$ cat config.mk
export PLATFORM = sky130hd
export DESIGN_NAME = miss_ctrl
export DESIGN_NICKNAME = d
export VERILOG_FILES = /design/src/miss_ctrl_pkg.sv /design/src/miss_ctrl.sv
export SDC_FILE = /design/constraint.sdc
export NUM_CORES = 2
export LEC_CHECK = 0
export BUFFER_PORTS_ARGS = -buffer_cell sky130_fd_sc_hd__buf_2
export CAP_MARGIN = 20
export CORE_MARGIN = 3
export CORE_UTILIZATION = 40
export CTS_BUF_LIST = sky130_fd_sc_hd__clkbuf_4 sky130_fd_sc_hd__clkbuf_8 sky130_fd_sc_hd__clkbuf_16
export DETAILED_ROUTE_END_ITERATION = 10
export PLACE_DENSITY_LB_ADDON = 0.05
export SYNTH_ARGS = -nofsm -noshare
export SYNTH_HDL_FRONTEND = slang
export SYNTH_SLANG_ARGS = --single-unit
$ cat constraint.sdc
create_clock -name clk -period 4.1 [get_ports clk]
set_clock_uncertainty 0.2 [all_clocks]
set_input_delay 0.615 -clock clk [delete_from_list [all_inputs] [get_ports clk]]
set_output_delay 0.615 -clock clk [all_outputs]
set_load 0.05 [all_outputs]
$ cat src/miss_ctrl_pkg.sv
// Purpose: Shared constants, carrier structs and state types for the
//          virtual cache miss controller.
// Assumes: One 20 MHz clock; 36-bit physical addresses; 32-byte lines.
// Notes:   Byte enables are active low, bit 0 steers the most significant
//          byte of the word.
`default_nettype none

package miss_ctrl_pkg;

   // ==========================================================
   // Geometry
   localparam int ADDR_W     = 36;
   localparam int WORD_W     = 32;
   localparam int LINE_WORDS = 8;
   localparam int WBUF_DEPTH = 4;
   localparam int CLK_MHZ    = 20;

   // ==========================================================
   // Counts and codes
   localparam logic [2:0] WBUF_FULL   = 3'h4;
   localparam logic [2:0] LAST_WORD   = 3'h7;
   localparam logic [3:0] BE_ALL      = 4'h0;
   localparam logic [3:0] BE_NONE     = 4'hf;
   localparam logic [1:0] SIZE_BYTE   = 2'h0;
   localparam logic [1:0] SIZE_HALF   = 2'h1;

   // ==========================================================
   // Types
   typedef enum logic [2:0] {
      ST_IDLE, ST_DRAIN, ST_FILL, ST_VICTIM, ST_RBWR, ST_DELIVER, ST_REEN, ST_MERGE
   } state_type;

   // Processor request with lookup result from the tag logic
   typedef struct packed {
      logic              valid;
      logic              write;
      logic              cacheable;
      logic              dbl;
      logic              hit;
      logic              dirty;
      logic [1:0]        size;
      logic [ADDR_W-1:0] paddr;
      logic [63:0]       wdata;
   } proc_req_type;

   // One write buffer entry; four of them also form one line
   typedef struct packed {
      logic              dbl;
      logic [ADDR_W-1:0] addr;
      logic [WORD_W-1:0] w0;
      logic [WORD_W-1:0] w1;
   } wbuf_entry_type;

   // Word stream toward memory
   typedef struct packed {
      logic              valid;
      logic              last;
      logic [ADDR_W-1:0] addr;
      logic [WORD_W-1:0] data;
   } mem_wr_type;

   // Whole controller state
   typedef struct packed {
      state_type                        state;
      logic [3:0]                       fcnt;
      logic [3:0]                       vcnt;
      logic                             issued;
      wbuf_entry_type [WBUF_DEPTH-1:0]  wb;
      logic [1:0]                       wptr;
      logic [1:0]                       rptr;
      logic [2:0]                       count;
      logic                             line_mode;
      logic                             dr_active;
      logic [2:0]                       dr_word;
      logic [LINE_WORDS-1:0][WORD_W-1:0] rbuf;
      logic                             rb_valid;
      logic [WORD_W-1:0]                rdata;
   } ctrl_type;

   localparam ctrl_type CTRL_RESET = '0;

   // Active-low byte enables from size and byte offset
   function automatic logic [3:0] be_decode(input logic [1:0] size, input logic [1:0] a);
      logic [3:0] be;
      be = BE_NONE;
      if (size == SIZE_BYTE)
      begin
         be[a] = 1'b0;
      end
      else if (size == SIZE_HALF)
      begin
         if (a == 2'h0)
            be = 4'hc;
         else if (a == 2'h2)
            be = 4'h3;
      end
      else if (a == 2'h0)
      begin
         be = BE_ALL;
      end
      return be;
   endfunction

endpackage

`default_nettype wire

$ cat src/miss_ctrl.sv
// Purpose: Miss sequencing, write buffers and read buffer of a virtual
//          cache: stalls and strobes the integer unit, drives cache RAMs.
// Assumes: Memory returns line words in order 0..7; cache RAM read data is
//          valid in the cycle its word is selected.
// Notes:   Tag lookup results arrive with the processor request.
// Behaviour
// - Stall the processor while a request cannot be served.
// - Pulse the latch strobe only while stalled; processor captures data.
// - Processor drivers go off when the drive enable is negated.
// - Drive cache read enable low whenever the cache is read.
// - Four active-low byte enables allow byte, halfword, word writes.
// - Read miss: stall, drivers off, fill, deliver, strobe, drivers on, release.
// - Drivers back on at least one clock before releasing the stall.
// - Read misses run identically in copy-back and write-through mode.
// - Write-through write miss goes to buffer, invalidates tag, drains later.
// - Write-through write stalls only when all four entries are occupied.
// - Copy-back clean write miss: fill, drivers on, merge store, release.
// - Modified write miss: victim to write buffer, new line to read buffer, merge.
// - Write-through entries hold two words and their own address.
// - Copy-back victim uses all four entries as one line, one address.
// - Reset invalidates every write buffer entry.
// - Non-cacheable writes use entries; never mixed with a victim line.
// - Request the memory bus while any entry is valid; one line = one transfer.
// - With grant parked, chain the next transfer with no idle clock.
// - Further stores wait while every entry is occupied.
// - Read miss waits until the write buffer is empty, then fetches.
// - One-line read buffer overlaps victim write-back; reset invalidates it.
// - Enable bit 0 is the most significant byte; fills assert all four.
`timescale 1ns/100ps
`default_nettype none

module miss_ctrl
   import miss_ctrl_pkg::*;
(
   // Clock, reset, enable
   input  wire logic               clk,
   input  wire logic               rst,
   input  wire logic               ce,
   // Processor request and mode
   input  wire proc_req_type       req,
   input  wire logic               copy_back,
   input  wire logic [ADDR_W-1:0]  victim_addr,
   // Processor control
   output logic                    proc_stall_n,
   output logic                    proc_latch_strobe_n,
   output logic                    proc_bus_drive_en_n,
   output logic [WORD_W-1:0]       proc_rdata,
   // Cache RAM and tag control
   output logic                    cache_ram_rd_oe_n,
   output logic [3:0]              cache_ram_byte_wr_n,
   output logic [2:0]              cache_line_word,
   output logic [WORD_W-1:0]       cache_wdata,
   input  wire logic [WORD_W-1:0]  cache_rdata,
   output logic                    tag_inval,
   // Memory bus side
   output logic                    mbus_req,
   input  wire logic               mbus_grant,
   output logic                    mem_rd_req,
   output logic [ADDR_W-1:0]       mem_rd_addr,
   input  wire logic               mem_rd_valid,
   input  wire logic [WORD_W-1:0]  mem_rd_data,
   output mem_wr_type              mem_wr,
   input  wire logic               mem_wr_ready
);

   // ==========================================================
   // State
   ctrl_type r_reg;
   ctrl_type r_next;
   logic     wt_path;
   logic     wb_full;
   logic     push;
   logic     pop;
   logic     line_load;
   logic     dr_last;
   logic [1:0] dr_idx;
   wbuf_entry_type dr_ent;

   // Store path and fullness
   assign wt_path = !copy_back || !req.cacheable;
   assign wb_full = (r_reg.count == WBUF_FULL) || r_reg.line_mode;

   // Drain source selection; entry order follows the read pointer, or the word count in line mode
   assign dr_idx = r_reg.line_mode ? r_reg.dr_word[2:1] : r_reg.rptr;
   assign dr_ent = r_reg.wb[dr_idx];
   assign dr_last = r_reg.line_mode ? (r_reg.dr_word == LAST_WORD)
                                    : (r_reg.dr_word[0] == dr_ent.dbl);

   // ==========================================================
   // Output decode
   always_comb
   begin
      proc_stall_n        = 1'b1;
      proc_latch_strobe_n = 1'b1;
      proc_bus_drive_en_n = 1'b0;
      cache_ram_rd_oe_n   = 1'b1;
      cache_ram_byte_wr_n = BE_NONE;
      cache_line_word     = req.paddr[4:2];
      cache_wdata         = req.wdata[63:32];
      tag_inval           = 1'b0;
      mem_rd_req          = 1'b0;
      unique case (r_reg.state)
         ST_IDLE:
         begin
            if (req.valid && !req.write)
            begin
               cache_ram_rd_oe_n = !(req.cacheable && req.hit);
               proc_stall_n      = req.cacheable && req.hit;
            end
            else if (req.valid && wt_path)
            begin
               proc_stall_n = !wb_full;
               if (!wb_full && req.cacheable && req.hit)
                  cache_ram_byte_wr_n = be_decode(req.size, req.paddr[1:0]);
               tag_inval = !wb_full && req.cacheable && !req.hit;
            end
            else if (req.valid)
            begin
               proc_stall_n = req.hit;
               if (req.hit)
                  cache_ram_byte_wr_n = be_decode(req.size, req.paddr[1:0]);
            end
         end
         ST_DRAIN:
         begin
            proc_stall_n        = 1'b0;
            proc_bus_drive_en_n = 1'b1;
         end
         ST_FILL:
         begin
            proc_stall_n        = 1'b0;
            proc_bus_drive_en_n = 1'b1;
            mem_rd_req          = !r_reg.issued;
            cache_line_word     = r_reg.fcnt[2:0];
            cache_wdata         = mem_rd_data;
            if (mem_rd_valid)
               cache_ram_byte_wr_n = BE_ALL;
         end
         ST_VICTIM:
         begin
            proc_stall_n        = 1'b0;
            proc_bus_drive_en_n = 1'b1;
            mem_rd_req          = !r_reg.issued;
            cache_line_word     = r_reg.vcnt[2:0];
            cache_ram_rd_oe_n   = r_reg.vcnt[3];
         end
         ST_RBWR:
         begin
            proc_stall_n        = 1'b0;
            proc_bus_drive_en_n = 1'b1;
            cache_line_word     = r_reg.vcnt[2:0];
            cache_wdata         = r_reg.rbuf[r_reg.vcnt[2:0]];
            cache_ram_byte_wr_n = BE_ALL;
         end
         ST_DELIVER:
         begin
            proc_stall_n        = 1'b0;
            proc_bus_drive_en_n = 1'b1;
            proc_latch_strobe_n = 1'b0;
         end
         ST_REEN:
         begin
            proc_stall_n = 1'b0;
         end
         ST_MERGE:
         begin
            proc_stall_n        = 1'b0;
            cache_ram_byte_wr_n = be_decode(req.size, req.paddr[1:0]);
         end
      endcase
   end

   // Memory side outputs
   assign mbus_req    = r_reg.count != 3'h0;
   assign mem_rd_addr = {req.paddr[ADDR_W-1:5], 5'h00};
   assign proc_rdata  = r_reg.rdata;
   always_comb
   begin
      mem_wr.valid = r_reg.dr_active;
      mem_wr.last  = dr_last;
      mem_wr.data  = r_reg.dr_word[0] ? dr_ent.w1 : dr_ent.w0;
      if (r_reg.line_mode)
         mem_wr.addr = {r_reg.wb[0].addr[ADDR_W-1:5], r_reg.dr_word, 2'h0};
      else
         mem_wr.addr = {dr_ent.addr[ADDR_W-1:3], dr_ent.addr[2] | r_reg.dr_word[0], 2'h0};
   end

   // ==========================================================
   // Next state
   always_comb
   begin
      r_next    = r_reg;
      push      = 1'b0;
      pop       = 1'b0;
      line_load = 1'b0;

      // Background drain, one transfer per entry or per line
      if (r_reg.dr_active && mem_wr_ready)
      begin
         if (dr_last)
         begin
            pop               = 1'b1;
            r_next.rptr       = r_reg.rptr + 2'h1;
            r_next.line_mode  = 1'b0;
            r_next.dr_word    = 3'h0;
            r_next.dr_active  = (r_reg.count > 3'h1) && mbus_grant;
         end
         else
            r_next.dr_word = r_reg.dr_word + 3'h1;
      end
      else if (!r_reg.dr_active && r_reg.count != 3'h0 && mbus_grant)
         r_next.dr_active = 1'b1;

      unique case (r_reg.state)
         ST_IDLE:
         begin
            if (req.valid && !req.write && !(req.cacheable && req.hit))
               r_next.state = ST_DRAIN;
            else if (req.valid && req.write && wt_path && !wb_full)
            begin
               push = 1'b1;
               r_next.wb[r_reg.wptr].dbl  = req.dbl;
               r_next.wb[r_reg.wptr].addr = req.paddr;
               r_next.wb[r_reg.wptr].w0   = req.wdata[63:32];
               r_next.wb[r_reg.wptr].w1   = req.wdata[31:0];
               r_next.wptr                = r_reg.wptr + 2'h1;
            end
            else if (req.valid && req.write && !wt_path && !req.hit)
               r_next.state = ST_DRAIN;
         end
         ST_DRAIN:
         begin
            if (r_reg.count == 3'h0 && !r_reg.dr_active)
            begin
               r_next.fcnt   = 4'h0;
               r_next.vcnt   = 4'h0;
               r_next.issued = 1'b0;
               r_next.state  = (req.write && req.dirty) ? ST_VICTIM : ST_FILL;
            end
         end
         ST_FILL:
         begin
            r_next.issued = 1'b1;
            if (mem_rd_valid)
            begin
               if (r_reg.fcnt[2:0] == req.paddr[4:2])
                  r_next.rdata = mem_rd_data;
               r_next.fcnt = r_reg.fcnt + 4'h1;
               if (r_reg.fcnt[2:0] == LAST_WORD)
                  r_next.state = req.write ? ST_REEN : ST_DELIVER;
            end
         end
         ST_VICTIM:
         begin
            r_next.issued = 1'b1;
            // Victim words leave the cache into the line store
            if (!r_reg.vcnt[3])
            begin
               if (r_reg.vcnt[0])
                  r_next.wb[r_reg.vcnt[2:1]].w1 = cache_rdata;
               else
                  r_next.wb[r_reg.vcnt[2:1]].w0 = cache_rdata;
               r_next.vcnt = r_reg.vcnt + 4'h1;
            end
            // New line words collect in the read buffer
            if (mem_rd_valid && !r_reg.fcnt[3])
            begin
               r_next.rbuf[r_reg.fcnt[2:0]] = mem_rd_data;
               r_next.fcnt                  = r_reg.fcnt + 4'h1;
               r_next.rb_valid              = r_reg.fcnt[2:0] == LAST_WORD;
            end
            if (r_reg.vcnt[3] && r_reg.fcnt[3])
            begin
               line_load          = 1'b1;
               r_next.wb[0].addr  = victim_addr;
               r_next.line_mode   = 1'b1;
               r_next.rptr        = 2'h0;
               r_next.wptr        = 2'h1;
               r_next.vcnt        = 4'h0;
               r_next.state       = ST_RBWR;
            end
         end
         ST_RBWR:
         begin
            r_next.vcnt = r_reg.vcnt + 4'h1;
            if (r_reg.vcnt[2:0] == LAST_WORD)
            begin
               r_next.rb_valid = 1'b0;
               r_next.state    = ST_REEN;
            end
         end
         ST_DELIVER:
            r_next.state = ST_REEN;
         ST_REEN:
            r_next.state = req.write ? ST_MERGE : ST_IDLE;
         ST_MERGE:
            r_next.state = ST_IDLE;
      endcase

      // Occupancy bookkeeping
      r_next.count = line_load ? 3'h1 : r_reg.count + {2'h0, push} - {2'h0, pop};
   end

   // Register the whole state; reset empties both buffers
   always_ff @(posedge clk)
   begin
      if (rst)
         r_reg <= CTRL_RESET;
      else if (ce)
         r_reg <= r_next;
   end
endmodule

`default_nettype wire

== Word-level counts from Yosys, hierarchy flattened ==
Cells that the tools add are included.
Word-level totals
  register bits: 716
  bits of input ports: 215
  output and inout bits: 184
  word-level logic and storage cells: 246
Cells by class
  $add $sub $neg: 7
  $lt $le $gt $ge: 11
  eq/ne operators: 28
  mux-type cells: 100
  bitwise gates (word level): 2
  reductions and logical operators: 62
Operators with widths (count)
  $bwmux W404: 6
  $demux W101 S2: 6
  $mux W406: 2
  $pmux W406 S2: 1
  $mux W404: 2
  $bwmux W256: 1
  $bmux W101 S2: 1
  $mux W101: 2
  $mux W32: 5
  $mux W64: 2
  $mux W100: 1
  $bmux W32 S3: 1
  $demux W32 S3: 1
  $mux W36: 2
  $pmux W32 S2: 1
  $mux W4: 15
  $mux W3: 9
  $mux W1: 25
  $eq A3 B3 Y1 const B: 8
  $logic_and A1 B1 Y1: 24
  $pmux W3 S8: 1
  $pmux W4 S3: 2
  $ne A2 B2 Y1 const B: 10
  $reduce_and A5 Y1: 4
  other kinds (39): 78

== Longest topological paths before layout ==
  word-level depth: 11
  depth in mapped cells: 14
  mapped depth without buffers: 13

== Least setup slack after synthesis ==
No wires, ideal clock.
  kind: reg2out
  from: reg r_reg[708] (netlist bit)
  to: out cache_wdata[18]
  arrival: 2.748 ns
  required time: 3.285 ns
  path slack: 0.537 ns
  cell stages (with the launch flop): 7
  buffers on the path: 3
  cells stage by stage: dfxtp_1 -> clkbuf_1 -> clkbuf_1 -> buf_1 -> mux4_2 -> mux2i_1 -> o21ai_0
Between the ends
  cells in the longest elaborated chain, start to end: 3
RTL lines
  start: declaration: RTL line miss_ctrl.sv:68  | ctrl_type r_reg;
  start signal: assignment: RTL line miss_ctrl.sv:310  | r_reg <= r_next;
  $bmux W32 S3: RTL line miss_ctrl.sv:152  | cache_wdata = r_reg.rbuf[r_reg.vcnt[2:0]];
  $mux W32 (not written as such): RTL line miss_ctrl.sv:152
  $pmux W32 S2: RTL line miss_ctrl.sv:102  | unique case (r_reg.state)
  end: declaration: RTL line miss_ctrl.sv:52  | output logic [WORD_W-1:0] cache_wdata,
Every way passes these cells. The select of a mux whose other input is x is not followed.

==> metrics.txt <==
placer congestion estimate ~0.8; die extent in x about 300 um; area of the core around 85000 sq um; Worst Tran Pin Value approximately 1 ns; Synth area leaders dfxtp_1 (41%), nand2_1 (9.2%), a22oi_1 (7.1%); Gate Count Post-Synth between 4000 and 5000; final setup vio count 0; Synth top area share 41.12%; CP delay by family, top compound AO/OA/AOI/OAI gates; Post-synth top cells nand2_1 (849), dfxtp_1 (708), nor2_1 (454); Clock Path Buffers 3; RSZ-0062 raised after global routing false; Worst Path Buf+Inv 3; Ys Warns 0; number of max-cap violations 0; static leakage around 13 nW; most common cell in the synthesized netlist nand2_1; CP Data Arrival Time between 3 and 4 ns; crit path from r_reg[297]; final hold violations 0; number of synthesized flops with an enable pin 0; WP depth 7; FF-to-FF path depth 13; Slew Limit Fails 0; H-tree levels 3; buffers inserted by post-CTS timing repair 0; critical path required time approximately 3.3 ns; Remaining DRCs 0; DR iter-0 viols 2500; final cycle utilization of the critical path between 90% and 100%; Unique masters post-synth around 70; DR pass1 iterations 8; met2 WL 59.08 mm; HP Class input port to flip-flop; status finished, final reports clean; r2r setup slk just over 0.6 ns; clk_lat worst skew roughly 0.64 ns; IO buf count approximately 390; top sig layer met5; reg-to-reg startpoint r_reg[297]; crit-path cells inv_1, o21ai_4, buf_12, nand2_1, a311oi_1, a31o_2, buf_2; fill cell count approximately 8400; Max Clk Rate between 0.2 and 0.3 GHz; initial antenna violation count 14; Hold WS between 0.07 and 0.08 ns; Starting Density between 40 and 50%; Post-CTS Hold Buffers 0; Inserted Clock Buffers between 80 and 90; DP Wirelength 74.94 mm; Sink Count between 700 and 800; sequential element share of the synthesized area 41.12%; fin util a little under half; WL final 125.6 mm; vias in the first global route 29380; crit path max-delay cell type o21ai_4; CP Launch Type flip-flop; PwrDens 401.6 nW/um^2; total number of vias about 30000; CTS clock-pin slew for the worst setup and hold paths around 0.060 ns; root buffer cell clkbuf_16; Wirelength per Cell about 23 um; Worst setup EP type output port; post-route ant nets 0; first-pass GRT wire length 189.7 mm; Syn-to-layout area delta 15.67%; max FFs per register between 600 and 700; full die area 89740 sq um; Die Y between 200 and 300 um; Primary FF master, synth dfxtp_1; count of state elements after synthesis between 700 and 800; relative slew slack approximately a third; total grt overflow 0; CP Max Fanout 23; TNS Setup 0 ns; I/O pin total 399; drt via density approximately 5.6; Final min period 3.963 ns; gr usage total between 20% and 30%; async set-reset flop share out of synthesis 0%; met1 wire length roughly 56 mm; placed cells about 5300; Syn Area/Cell ~8.2 sq um; layout cell share with drive strength beyond 1 ~19%; max incr delay on CP 0.53 ns; FP Rows between 100 and 150; Worst VDD drop approximately 0.3 mV; CTS tree built; DR WL met3 slightly above 8 mm; Mapped Area 34470 sq um; largest area contributor in the netlist dfxtp_1; WS Path Type flip-flop to output port; Critical Path Sink mem_wr[12]; FF-to-FF End r_reg[296]; Final nets approximately 4500; non-filler cells, final 5469; largest net degree at the start of global routing between 100 and 150
final cells by class:
class	count	area (sq um)	area share [%]
clock buffers	122	2537	6.364
well taps	1144	1431	3.590
diodes	8	20.02	0.05021
clock inverters	22	266.5	0.6684
inverters	13	51.30	0.1287
multi-input cells	2954	18080	45.35
flip-flops and latches	708	14190	35.59
repair buffers	498	3296	8.266
worst min-delay path by stage:
stage                     startpoint         end  slack, ns  cells after the start
after floorplan           r_reg[502]  r_reg[502]       0.23                      2
after global placement    r_reg[192]  r_reg[192]       0.24                      2
after detailed placement  r_reg[699]  r_reg[699]       0.24                      2
after CTS                    req[83]  r_reg[485]       0.04                      3
after global routing         req[86]  r_reg[589]       0.05                      3
final                        req[91]  r_reg[695]       0.08                      3
cells in the final DEF (no fill, tap or decap), drive strengths merged, types with 5 or more instances in the layout:
cell type and n:
nor3b 5, clkbuf 122, o21ai 80, nor2 454, conb 7, mux2i 168
nor4 5, a211oi 330, nand3 82, diode 8, ha 14, a31o 34
a311oi 33, nor3 10, dfxtp 708, and2 9, a22oi 324, clkinv 15
nand4 6, nand2 849, inv 14, nand2b 8, nor2b 38, a32oi 6
mux4 68, a21oi 352, buf 498
routing by layer:
layer | vias to the layer above | GRT usage, %
met4 | 10 | 6.081
met3 | 174 | 4.592
li1 | 14940 | -
met1 | 14830 | 37.12
met2 | 915 | 44.66
met5 | - | 0
per-stage QoR:
stage / total power, W / cell area, sq um / setup WS [ns]
6_report: 0.01601 / 39870 / 0.1368
2_1_floorplan: 0.008045 / 34490 / 0.5373
5_1_grt: 0.01654 / 39860 / 0.01072
4_1_cts: 0.01618 / 39850 / 0.08429
3_5_place_dp: 0.008554 / 37030 / 0.4725
3_3_place_gp: 0.008558 / 37030 / 0.4614
tightest hold or removal path: stages:
cell	delay, ns
buf_2	0.13
nand2_1	0.06
a21oi_1	0.05
power breakdown:
part,internal (W),switching [W]
sequential,0.00694,0.0000365
combinational,0.000387,0.00104
clock,0.00453,0.00307
kinds of logic after synthesis:
family                   after synthesis  share of synthesized area [%]
multiplexers                         237                          9.354
other                                  1                        0.01088
buffers and inverters                535                          7.074
XOR/XNOR                               6                         0.1524
flip-flops                           708                          41.12
AND/OR/NAND/NOR                     1496                          17.59
AO/OA/AOI/OAI                       1192                          24.13
adder cells (fa/ha/maj)               15                         0.5663
timing repair:
| item | CTS | global route |
|---|---|---|
| cloned | 1 | 0 |
| pin swaps | 1 | 1 |
| resized for setup | 3 | 0 |
| endpoints found under the setup margin | 39 | 2 |
Power figures use the tool's default switching activity.
